===== src/rtl/pwrilk_pkg.sv =====
// Package: constants, modes and register map of the power-stage interlock.
// Assumes a 125 MHz system clock and Avalon-MM register access.
package pwrilk_pkg;
    // Clock and timing
    localparam int CLK_HZ = 125_000_000;
    localparam int SETTLE_MS = 100;
    localparam int SETTLE_CYCLES = (CLK_HZ / 1000) * SETTLE_MS;
    localparam int CNT_W = 24;
    // Register byte offsets
    localparam logic [3:0] OFS_CTRL = 4'h0;
    localparam logic [3:0] OFS_STATUS = 4'h4;
    localparam logic [3:0] OFS_IRQ = 4'h8;
    localparam logic [3:0] OFS_MASK = 4'hC;
    // Control field positions
    localparam int CTRL_PRESENT = 0;
    localparam int CTRL_PIN_EN = 1;
    localparam int CTRL_POL_HIGH = 2;
    localparam int CTRL_SAFE_FLOAT = 3;
    localparam int CTRL_TZ1 = 4;
    localparam int CTRL_TZ2 = 6;
    localparam int CTRL_TZ3 = 8;
    localparam int CTRL_TA = 10;
    localparam int CTRL_TB = 11;
    localparam int CTRL_TC = 12;
    localparam logic [12:0] CTRL_RESET = 13'h0001;
    // Status field positions
    localparam int ST_ARMED = 0;
    localparam int ST_READY = 1;
    localparam int ST_OSHT = 2;
    localparam int ST_CBC = 3;
    // Interrupt event positions
    localparam int EV_ARM = 0;
    localparam int EV_READY = 1;
    localparam int EV_OSHT = 2;
    localparam int EV_CBC = 3;
    localparam int EV_W = 4;
    // Digital trip reactions
    localparam logic [1:0] TZ_NONE = 2'h0;
    localparam logic [1:0] TZ_OSHT = 2'h1;
    localparam logic [1:0] TZ_CBC = 2'h2;
    // Interlock states
    typedef enum logic [2:0] {
        ST_IDLE = 3'b001,
        ST_SETTLE = 3'b010,
        ST_RUN = 3'b100
    } pwrilk_state_t;
endpackage


===== src/rtl/pwrilk_top.sv =====
// Power-stage interlock: arms PWM, times settling, handles trips.
// Assumes Avalon-MM master, asynchronous trip inputs from pins.
`timescale 1ns/1ps
module pwrilk_top
    import pwrilk_pkg::*;
(
    // Clock and reset
    input wire logic clock,
    input wire logic rst,
    // Avalon-MM slave
    input wire logic [3:0] address,
    input wire logic read,
    input wire logic write,
    input wire logic [31:0] writedata,
    output logic [31:0] readdata,
    output logic waitrequest,
    // Interlock pins
    input wire logic arm_in,
    input wire logic trip_zone_in_1,
    input wire logic trip_zone_in_2,
    input wire logic trip_zone_in_3,
    input wire logic [2:0] analog_trip,
    input wire logic pwm_underflow,
    // PWM gating
    input wire logic [7:0] pwm_in,
    input wire logic [7:0] pwm_passive,
    output logic [7:0] pwm_out,
    output logic [7:0] pwm_oe,
    // Status pins
    output logic ready_out,
    output logic stage_en_out,
    output logic stage_en_oe,
    output logic irq
);
    ////////////////////////////////////////////////////////////////////////
    logic [12:0] ctrl_ff;
    logic [EV_W-1:0] irq_ff;
    logic [EV_W-1:0] mask_ff;
    logic [EV_W-1:0] ev;
    logic rd_ack_ff;
    logic [5:0] sync_q;
    logic arm_s;
    logic arm_prev_ff;
    logic arm_rise;
    logic [2:0] tz_trip;
    logic [2:0] tz_osht;
    logic [2:0] tz_cbc;
    logic [2:0] an_osht;
    logic osht_ff;
    logic cbc_ff;
    logic cbc_prev_ff;
    logic [CNT_W-1:0] cnt_ff;
    pwrilk_state_t state_ff;
    pwrilk_state_t nxt_state;
    logic pwm_live;
    logic tripped;

    // Reaction of one trip zone
    function automatic logic [1:0] zone_mode(input logic [12:0] c,
                                             input int pos);
        zone_mode = {c[pos+1], c[pos]};
    endfunction

    ////////////////////////////////////////////////////////////////////////
    // synchronise external inputs
    pwrilk_sync #(.W(6), .INIT(6'h07)) u_sync (
        .clock(clock),
        .rst(rst),
        .d({analog_trip[2], analog_trip[1], analog_trip[0],
            trip_zone_in_3, trip_zone_in_2, trip_zone_in_1}),
        .q(sync_q)
    );
    // Arm input synchroniser held apart, reset low
    logic [1:0] arm_sync_ff;
    always_ff @(posedge clock or posedge rst) begin
        if (rst) begin
            arm_sync_ff <= 2'h0;
        end else begin
            arm_sync_ff <= {arm_sync_ff[0], arm_in};
        end
    end
    assign arm_s = arm_sync_ff[1];

    // Edge detector on the synchronised arm
    always_ff @(posedge clock or posedge rst) begin
        if (rst) begin
            arm_prev_ff <= 1'b0;
        end else begin
            arm_prev_ff <= arm_s;
        end
    end
    assign arm_rise = arm_s && !arm_prev_ff;

    assign tz_trip = ~sync_q[2:0];

    always_comb begin
        tz_osht[0] = tz_trip[0] && zone_mode(ctrl_ff, CTRL_TZ1) == TZ_OSHT;
        tz_osht[1] = tz_trip[1] && zone_mode(ctrl_ff, CTRL_TZ2) == TZ_OSHT;
        tz_osht[2] = tz_trip[2] && zone_mode(ctrl_ff, CTRL_TZ3) == TZ_OSHT;
        tz_cbc[0] = tz_trip[0] && zone_mode(ctrl_ff, CTRL_TZ1) == TZ_CBC;
        tz_cbc[1] = tz_trip[1] && zone_mode(ctrl_ff, CTRL_TZ2) == TZ_CBC;
        tz_cbc[2] = tz_trip[2] && zone_mode(ctrl_ff, CTRL_TZ3) == TZ_CBC;
    end

    // analog signals A, B, C enable
    assign an_osht = sync_q[5:3] &
        {ctrl_ff[CTRL_TC], ctrl_ff[CTRL_TB], ctrl_ff[CTRL_TA]};

    ////////////////////////////////////////////////////////////////////////
    // Interlock state sequence
    always_comb begin
        nxt_state = state_ff;
        case (state_ff)
            ST_IDLE: begin
                if (arm_rise) begin
                    nxt_state = ST_SETTLE;
                end
            end
            ST_SETTLE: begin
                if (!arm_s) begin
                    nxt_state = ST_IDLE;
                end else if (cnt_ff == CNT_W'(SETTLE_CYCLES - 1)) begin
                    nxt_state = ST_RUN;
                end
            end
            ST_RUN: begin
                if (!arm_s) begin
                    nxt_state = ST_IDLE;
                end
            end
            default: begin
                nxt_state = ST_IDLE;
            end
        endcase
    end

    always_ff @(posedge clock or posedge rst) begin
        if (rst) begin
            state_ff <= ST_IDLE;
        end else begin
            state_ff <= nxt_state;
        end
    end

    always_ff @(posedge clock or posedge rst) begin
        if (rst) begin
            cnt_ff <= '0;
        end else if (state_ff == ST_SETTLE) begin
            cnt_ff <= cnt_ff + CNT_W'(1);
        end else begin
            cnt_ff <= '0;
        end
    end

    always_ff @(posedge clock or posedge rst) begin
        if (rst) begin
            osht_ff <= 1'b0;
        end else if ((|tz_osht) || (|an_osht)) begin
            osht_ff <= 1'b1;
        end else if (arm_rise) begin
            osht_ff <= 1'b0;
        end
    end

    always_ff @(posedge clock or posedge rst) begin
        if (rst) begin
            cbc_ff <= 1'b0;
        end else if (|tz_cbc) begin
            cbc_ff <= 1'b1;
        end else if (pwm_underflow) begin
            cbc_ff <= 1'b0;
        end
    end

    ////////////////////////////////////////////////////////////////////////
    assign tripped = osht_ff || cbc_ff;
    assign pwm_live = !ctrl_ff[CTRL_PRESENT] ||
        (state_ff == ST_RUN);

    // PWM output stage
    always_ff @(posedge clock or posedge rst) begin
        if (rst) begin
            pwm_out <= 8'h00;
            pwm_oe <= 8'h00;
        end else if (pwm_live && !tripped) begin
            pwm_out <= pwm_in;
            pwm_oe <= 8'hFF;
        end else begin
            pwm_out <= pwm_passive;
            pwm_oe <= ctrl_ff[CTRL_SAFE_FLOAT] ? 8'h00 : 8'hFF;
        end
    end

    always_ff @(posedge clock or posedge rst) begin
        if (rst) begin
            ready_out <= 1'b0;
        end else begin
            ready_out <= pwm_live;
        end
    end

    // Enable pin: state only, not PWM gating
    always_ff @(posedge clock or posedge rst) begin
        if (rst) begin
            stage_en_out <= 1'b0;
            stage_en_oe <= 1'b0;
        end else begin
            stage_en_oe <= ctrl_ff[CTRL_PIN_EN];
            stage_en_out <= (nxt_state != ST_IDLE) ?
                ctrl_ff[CTRL_POL_HIGH] : !ctrl_ff[CTRL_POL_HIGH];
        end
    end

    ////////////////////////////////////////////////////////////////////////
    // Register bus: reads answer one cycle later, writes at once
    assign waitrequest = read && !rd_ack_ff;

    // Previous cycle trip level for the rise event
    always_ff @(posedge clock or posedge rst) begin
        if (rst) begin
            cbc_prev_ff <= 1'b0;
        end else begin
            cbc_prev_ff <= cbc_ff;
        end
    end
    assign ev = {cbc_ff && !cbc_prev_ff,
                 osht_ff, state_ff == ST_RUN, arm_rise};

    always_ff @(posedge clock or posedge rst) begin
        if (rst) begin
            rd_ack_ff <= 1'b0;
            readdata <= 32'h0000_0000;
        end else begin
            rd_ack_ff <= read && !rd_ack_ff;
            if (read && !rd_ack_ff) begin
                case (address)
                    OFS_CTRL: readdata <= {19'h0, ctrl_ff};
                    OFS_STATUS: readdata <= {28'h0, cbc_ff, osht_ff,
                        ready_out, state_ff != ST_IDLE};
                    OFS_IRQ: readdata <= {28'h0, irq_ff};
                    OFS_MASK: readdata <= {28'h0, mask_ff};
                    default: readdata <= 32'h0000_0000;
                endcase
            end
        end
    end

    // Control and mask writes
    always_ff @(posedge clock or posedge rst) begin
        if (rst) begin
            ctrl_ff <= CTRL_RESET;
            mask_ff <= 4'h0;
        end else if (write) begin
            if (address == OFS_CTRL) begin
                ctrl_ff <= writedata[12:0];
            end
            if (address == OFS_MASK) begin
                mask_ff <= writedata[3:0];
            end
        end
    end

    // Sticky events, write one clears, set wins
    always_ff @(posedge clock or posedge rst) begin
        if (rst) begin
            irq_ff <= 4'h0;
        end else begin
            irq_ff <= ev | (irq_ff &
                ~((write && address == OFS_IRQ) ? writedata[3:0] : 4'h0));
        end
    end
    assign irq = |(irq_ff & mask_ff);

    ////////////////////////////////////////////////////////////////////////
    // Checks
    a_pwm_off_idle: assert property (@(posedge clock) disable iff (rst)
        (ctrl_ff[CTRL_PRESENT] && state_ff == ST_IDLE) |=>
        ready_out == 1'b0)
        else $error("ready while idle");
    a_settle_hold: assert property (@(posedge clock) disable iff (rst)
        (ctrl_ff[CTRL_PRESENT] && state_ff == ST_IDLE &&
        nxt_state == ST_SETTLE) |=>
        !ready_out [*8])
        else $error("ready too early");
    a_ready_pwm: assert property (@(posedge clock) disable iff (rst)
        $rose(ready_out) |-> (pwm_oe == 8'hFF || $past(tripped)))
        else $error("ready without pwm");
    a_en_polarity: assert property (@(posedge clock) disable iff (rst)
        (arm_rise && $stable(ctrl_ff)) |=>
        stage_en_out == ctrl_ff[CTRL_POL_HIGH])
        else $error("enable pin wrong level");
    a_en_none: assert property (@(posedge clock) disable iff (rst)
        (!ctrl_ff[CTRL_PIN_EN] && $stable(ctrl_ff)) |=>
        !stage_en_oe)
        else $error("enable pin driven");
    a_absent_live: assert property (@(posedge clock) disable iff (rst)
        (!ctrl_ff[CTRL_PRESENT] && !tripped) |=>
        pwm_out == $past(pwm_in))
        else $error("pwm gated while absent");
    a_osht_hold: assert property (@(posedge clock) disable iff (rst)
        (osht_ff && !arm_rise) |=> osht_ff)
        else $error("one-shot cleared");
    a_cbc_clear: assert property (@(posedge clock) disable iff (rst)
        (cbc_ff && pwm_underflow && !(|tz_cbc)) |=> !cbc_ff)
        else $error("cycle trip stuck");
    a_float_safe: assert property (@(posedge clock) disable iff (rst)
        (tripped && ctrl_ff[CTRL_SAFE_FLOAT] && $stable(ctrl_ff)) |=>
        pwm_oe == 8'h00)
        else $error("not floating");
    c_ready: cover property (@(posedge clock) $rose(ready_out));
    c_osht: cover property (@(posedge clock) $rose(osht_ff));
    c_cbc: cover property (@(posedge clock) $fell(cbc_ff));
    c_irq: cover property (@(posedge clock) $rose(irq));
endmodule


===== src/rtl/pwrilk_sync.sv =====
// Two-stage synchroniser for a bundle of level inputs.
// Assumes inputs are stable across two clock edges to count.
`timescale 1ns/1ps
module pwrilk_sync #(
    parameter int W = 1,
    parameter logic [W-1:0] INIT = '0
) (
    // Clock and reset
    input wire logic clock,
    input wire logic rst,
    // Data
    input wire logic [W-1:0] d,
    output logic [W-1:0] q
);
    logic [W-1:0] meta_ff;

    // First stage feeds only the second
    always_ff @(posedge clock or posedge rst) begin
        if (rst) begin
            meta_ff <= INIT;
            q <= INIT;
        end else begin
            meta_ff <= d;
            q <= meta_ff;
        end
    end
endmodule


===== config.mk =====
export PLATFORM = sky130hd
export DESIGN_NAME = pwrilk_top
export DESIGN_NICKNAME = d
export VERILOG_FILES = /design/src/rtl/pwrilk_pkg.sv /design/src/rtl/pwrilk_top.sv /design/src/rtl/pwrilk_sync.sv
export SDC_FILE = /design/constraint.sdc
export NUM_CORES = 1
export LEC_CHECK = 0
export BUFFER_PORTS_ARGS = -buffer_cell sky130_fd_sc_hd__buf_2
export CAP_MARGIN = 20
export CORE_MARGIN = 5
export CORE_UTILIZATION = 52
export CTS_CLUSTER_DIAMETER = 60
export DETAILED_ROUTE_END_ITERATION = 16
export PLACE_DENSITY = 0.9
export SYNTH_ARGS = -nofsm -noshare
export SYNTH_HDL_FRONTEND = slang
export SYNTH_SLANG_ARGS = --single-unit

===== constraint.sdc =====
create_clock -name clock -period 3.9 [get_ports clock]
set_clock_uncertainty 0.15 [all_clocks]
set_input_delay 0.585 -clock clock [delete_from_list [all_inputs] [get_ports clock]]
set_output_delay 0.585 -clock clock [all_outputs]
set_load 0.1 [all_outputs]

Word level (Yosys, flattened, before mapping)
Index checks and enable logic that the tools add are counted.
{"block": "word_totals", "reg_bits": 118, "input_bits": 64, "out_inout_bits": 53}
{"block": "op_classes", "n_addsub": 1, "n_eq_ne": 15, "mux": 16, "n_bitwise": 6, "reduce_logical": 29}
{"operator": "case mux 13 bit (4 select lines)", "n": 1}
{"operator": "adder 24 x 1 -> 24 bit (second input constant)", "n": 1}
{"operator": "equality test 24 bit (second input constant)", "n": 1}
{"operator": "2-to-1 mux 24 bit", "n": 1}
{"operator": "2-to-1 mux 8 bit", "n": 3}
{"operator": "2-to-1 mux 3 bit", "n": 4}
{"operator": "logical AND 1 bit", "n": 11}
{"operator": "case mux 3 bit (3 select lines)", "n": 1}
{"operator": "OR reduction 3 bit", "n": 3}
{"operator": "AND 4 bit", "n": 2}
{"operator": "equality test 4 bit (second input constant)", "n": 2}
{"operator": "equality test 2 x 1 -> 1 bit (second input constant)", "n": 3}
{"operator": "equality test 2 bit (second input constant)", "n": 3}
{"operator": "logical NOT 1 bit", "n": 6}
{"operator": "inequality test 3 x 1 -> 1 bit (second input constant)", "n": 2}
{"operator": "2-to-1 mux 1 bit", "n": 5}
{"operator": "equality test 4 x 3 -> 1 bit (second input constant)", "n": 1}
{"operator": "logical NOT 4 bit", "n": 1}
{"operator": "2-to-1 mux 4 bit", "n": 1}
{"operator": "NOT 4 bit", "n": 1}
{"operator": "bitwise OR 4 bit", "n": 1}
{"operator": "AND reduction 2 bit", "n": 2}
{"operator": "nonzero test 2 bit", "n": 2}
{"operator": "OR reduction 4 bit", "n": 1}
{"operator": "other kinds (6)", "n": 8}

Logic depth before layout (Yosys ltp)
{"block": "logic_depth", "word_depth": 6, "ltp_mapped": 6, "depth_no_buf": 5}

Modules after synthesis
From an unflattened synthesis, not the netlist that was laid out.
{"block": "hier_totals", "cells_unflattened": 331, "hier_area_um2": 4007.6}
{"module": "pwrilk_top", "instances": 1, "cells_each": 318, "area_each_um2": 3696.0, "seq_area_each_um2": 2004.4}
{"module": "pwrilk_sync", "instances": 1, "cells_each": 13, "area_each_um2": 311.5, "seq_area_each_um2": 307.8}

Worst setup path before layout
No wires, ideal clock.
{"block": "synth_path", "path_type": "register -> output", "start": "reg, netlist name pwm_oe[6]", "end": "out pwm_oe[1]", "t_arrival_ps": 1424, "path_slack_ps": 1741, "stages_incl_launch_ff": 2, "path_buffers": 1, "cell_sequence": "dfrtp_1 buf_4"}
{"element": "end, declared", "line": "pwrilk_top.sv:28", "source": "output logic [7:0] pwm_oe,"}

Final worst setup path
{"block": "layout_path", "start": "reg rd_ack_ff", "end": "out waitrequest"}
{"block": "layout_between", "elab_chain_cells": 2}
{"element": "start, declared", "line": "pwrilk_top.sv:40", "source": "logic rd_ack_ff;"}
{"element": "start signal, assigned", "line": "pwrilk_top.sv:234", "source": "rd_ack_ff <= read && !rd_ack_ff;"}
{"element": "logical NOT 1 bit", "line": "pwrilk_top.sv:216", "source": "assign waitrequest = read && !rd_ack_ff;"}
{"element": "logical AND 1 bit", "line": "pwrilk_top.sv:216"}
{"element": "end, declared", "line": "pwrilk_top.sv:16", "source": "output logic waitrequest,"}
No other way between the ends.

==> impl_metrics.env <==
export IMPL_required_ns=3.16
export IMPL_timing_final_crit_share_pct=67.80
export IMPL_combPwrFrac_pct=29.3
export IMPL_insertion_delay_ns=0.37
export IMPL_clockPowerShare_pct=24.6
export IMPL_met3WireLength_um=575
export IMPL_totalWireLength_mm=7.632
export IMPL_synth_common_cells="dfrtp_1, buf_4, mux2_2"
export IMPL_arrival_ns=1.91
export IMPL_ir_worst_vdd_mv=0.2131
export IMPL_drt_iter0_markers=166
export IMPL_die_h_um=97.87
export IMPL_finalMaxSlewViolations=0
export IMPL_multi_input_area_mm2=0.001488
export IMPL_hold_viol=0
export IMPL_cts_resized=0
export IMPL_ys_async_sr_fraction_pct=100.0
export IMPL_tightestPinTransition_ns=0.8976
export IMPL_critPathKind="reg2out"
export IMPL_post_cts_buffers=0
export IMPL_diodes=0
export IMPL_fp_row_count=32
export IMPL_top_layer_used="met4"
export IMPL_clkSinkCount=92
export IMPL_critPathMaxStageDelay_ns=0.48
export IMPL_grt_overflow=0
export IMPL_portBuffers=78
export IMPL_htreeDepth=3
export IMPL_synth_compound_area_share_pct=9.505
export IMPL_tns_ns=0
export IMPL_yosysUniqueCellTypes=50
export IMPL_synth_xor_area_share_pct=2.618
export IMPL_power_switching_mw=0.9964
export IMPL_start_util_pct=52.78
export IMPL_firstDrtPassIters=4
export IMPL_pwr_share_seq_pct=46.2
export IMPL_avgViaCountPerCell=5.325
export IMPL_relSlewSlack_pct=40.09
export IMPL_area_delta_synth_final_pct=12.81
export IMPL_start_kind="flop"
export IMPL_antenna_found_initial=0
export IMPL_regArea_mm2=0.002312
export IMPL_die_w_um=97.87
export IMPL_crit_slowest_cell="buf_2"
export IMPL_ctsHoldBuffers=0
export IMPL_p_sw_share_pct=41.27
export IMPL_design_power_total_mw=2.414
export IMPL_grt_max_degree=54
export IMPL_yosys_area_top_type_share_pct=52.35
export IMPL_met1_length_mm=3.201
export IMPL_power_leakage_nw=2.070
export IMPL_synth_top_family_by_area="simple AND/OR/NAND/NOR gates"
export IMPL_seq_area_frac_synth_pct=57.59
export IMPL_grt_usage_pct=16.76
export IMPL_ys_ff_latch=92
export IMPL_clk_pin_slew_worst_paths_ns=0.09
export IMPL_nets=465
export IMPL_antenna_left=0
export IMPL_dieArea_mm2=0.009579
export IMPL_synthAdderAreaFrac_pct=0.3116
export IMPL_routedWlPerCell_um=15.05
export IMPL_routabilityCongestion=0.8064
export IMPL_cap_violations=0
export IMPL_cp_end_kind="primary output"
export IMPL_power_density_mw_per_mm2=533.1
export IMPL_fillers=626
export IMPL_synth_simple_area_share_pct=13.84
export IMPL_cts_tree="yes"
export IMPL_place_hpwl_mm=5.526
export IMPL_wl_met2_mm=3.662
export IMPL_coreArea_mm2=0.007607
export IMPL_drc=0
export IMPL_synth_top_cells_by_area="dfrtp_1, mux2_2, buf_4"
export IMPL_setup_violations_final=0
export IMPL_p_int_mw=1.418
export IMPL_max_freq_mhz=378.2
export IMPL_synth_top_flop_cell="dfrtp_1"
export IMPL_netlist_area_mm2=0.004015
export IMPL_yosys_warnings=0
export IMPL_clockBufferDepth=2
export IMPL_avgSynthCellArea_um2=12.24
export IMPL_status="finished clean"
export IMPL_crit_fanout=13
export IMPL_io_pins=117
export IMPL_muxShareOfSynthArea_pct=9.006
export IMPL_vias=2700
export IMPL_root_buffer="clkbuf_8"
export IMPL_synth_edf_count=0
export IMPL_cts_made_buffers=9
export IMPL_grt_pass1_vias=2647
export IMPL_rsz0062_at_grt="false"
export IMPL_grt_pass1_wl_mm=13.06
export IMPL_fin_crit_ns=2.644
export IMPL_hold_path_class="in2reg"
export IMPL_yosys_area_top_type="dfrtp_1"
export IMPL_layout_drive_gt1_share_pct=34.32
export IMPL_synth_most_common_cell="dfrtp_1"
export IMPL_cp_cell_sequence="nand2b_1 > inv_1 > buf_2"
export IMPL_syn_inst=328
[layer usage]
layer / vias to the layer above / GRT usage [%]
met5: - / 0
met3: 15 / 4.714
met1: 1318 / 21.69
li1: 1282 / -
met2: 85 / 26.28
met4: 0 / 7.668
[flip-flops by register name, summed over array words and instances (netlist names)]
| register | count |
|---|---|
| arm_prev_ff | 1 |
| arm_sync_ff | 2 |
| cbc_ff | 1 |
| cbc_prev_ff | 1 |
| cnt_ff | 24 |
| ctrl_ff | 13 |
| irq_ff | 4 |
| mask_ff | 4 |
| osht_ff | 1 |
| pwm_oe | 1 |
| pwm_out | 8 |
| rd_ack_ff | 1 |
| readdata | 13 |
| ready_out | 1 |
| stage_en_oe | 1 |
| stage_en_out | 1 |
| state_ff | 3 |
| u_sync.meta_ff | 6 |
| u_sync.q | 6 |
[cell usage in the layout, fill, tap and decap left out, drive strengths merged, types with 10 or more instances in the layout]
cell / Yosys / final
nor2: 21 / 21
mux2: 25 / 25
nand4: 10 / 10
nand2: 21 / 21
dfrtp: 84 / 84
xor2: 10 / 10
a21oi: 11 / 11
a22o: 10 / 10
buf: 33 / 80
conb: 1 / 19
[final timing paths]
kind / slack [ns] / end / from / cells past startpoint
worst max-delay path: 1.26 / waitrequest / rd_ack_ff$_DFF_PP0_ / 3
worst min-delay path: 0.17 / u_sync.meta_ff[5]$_DFF_PP0_ / analog_trip[2] / 1
worst max register to register: 1.83 / cnt_ff[21]$_DFF_PP0_ / cnt_ff[5]$_DFF_PP0_ / 4
worst min register to register: 0.20 / arm_sync_ff[1]$_DFF_PP0_ / arm_sync_ff[0]$_DFF_PP0_ / 0
max in group asynchronous: 2.55 / ctrl_ff[0]$_DFFE_PP1P_ / rst / 3
min in group asynchronous: 0.23 / readdata[8]$_DFFE_PP0P_ / rst / 2
[power groups by stage]
stage	sequential (mW)	clock, mW	combinational [mW]
floorplan	1.33	0	0.429
global placement	1.13	0	0.701
detailed placement	1.13	0	0.710
CTS	1.11	0.607	0.711
global route	1.13	0.648	0.736
finish	1.11	0.593	0.707
[worst max-delay path: cells and delay by family, from the launching register on]
kind	cells	cell delay (ns)
buffers and inverters	2	0.80
flip-flops	1	0.36
AND/OR/NAND/NOR	1	0.37
[kinds of logic after synthesis]
group,after synthesis
other,1
AOI/OAI and AO/OA,53
DFF,92
buffers and inverters,41
and+or+nand+nor,95
adders and majority gates,1
muxes,33
xor gates and xnor gates,12
[layout make-up]
type	instances	area share [%]
tap	102	2.818
timing repair buffer	80	8.950
multi-input combinational	213	32.85
sequential	92	51.05
clock inverter	7	1.243
clock buffer	9	2.735
inverter	4	0.3591
[per-stage QoR]
| step | std cells | util (%) | cell area, µm² | hold slack (ns) | worst slack (ns) |
|---|---|---|---|---|---|
| floorplan | 346 | - | 4083 | 0.1812 | 0.7863 |
| global placement | 491 | 57.17 | 4349 | 0.1837 | 1.455 |
| detailed placement | 491 | 57.17 | 4349 | 0.1847 | 1.422 |
| CTS | 507 | 59.54 | 4529 | 0.1502 | 1.250 |
| global route | 507 | 59.54 | 4529 | 0.1449 | 1.121 |
| finish | 507 | 59.54 | 4529 | 0.1658 | 1.256 |
(Power assumes the default switching activity.)
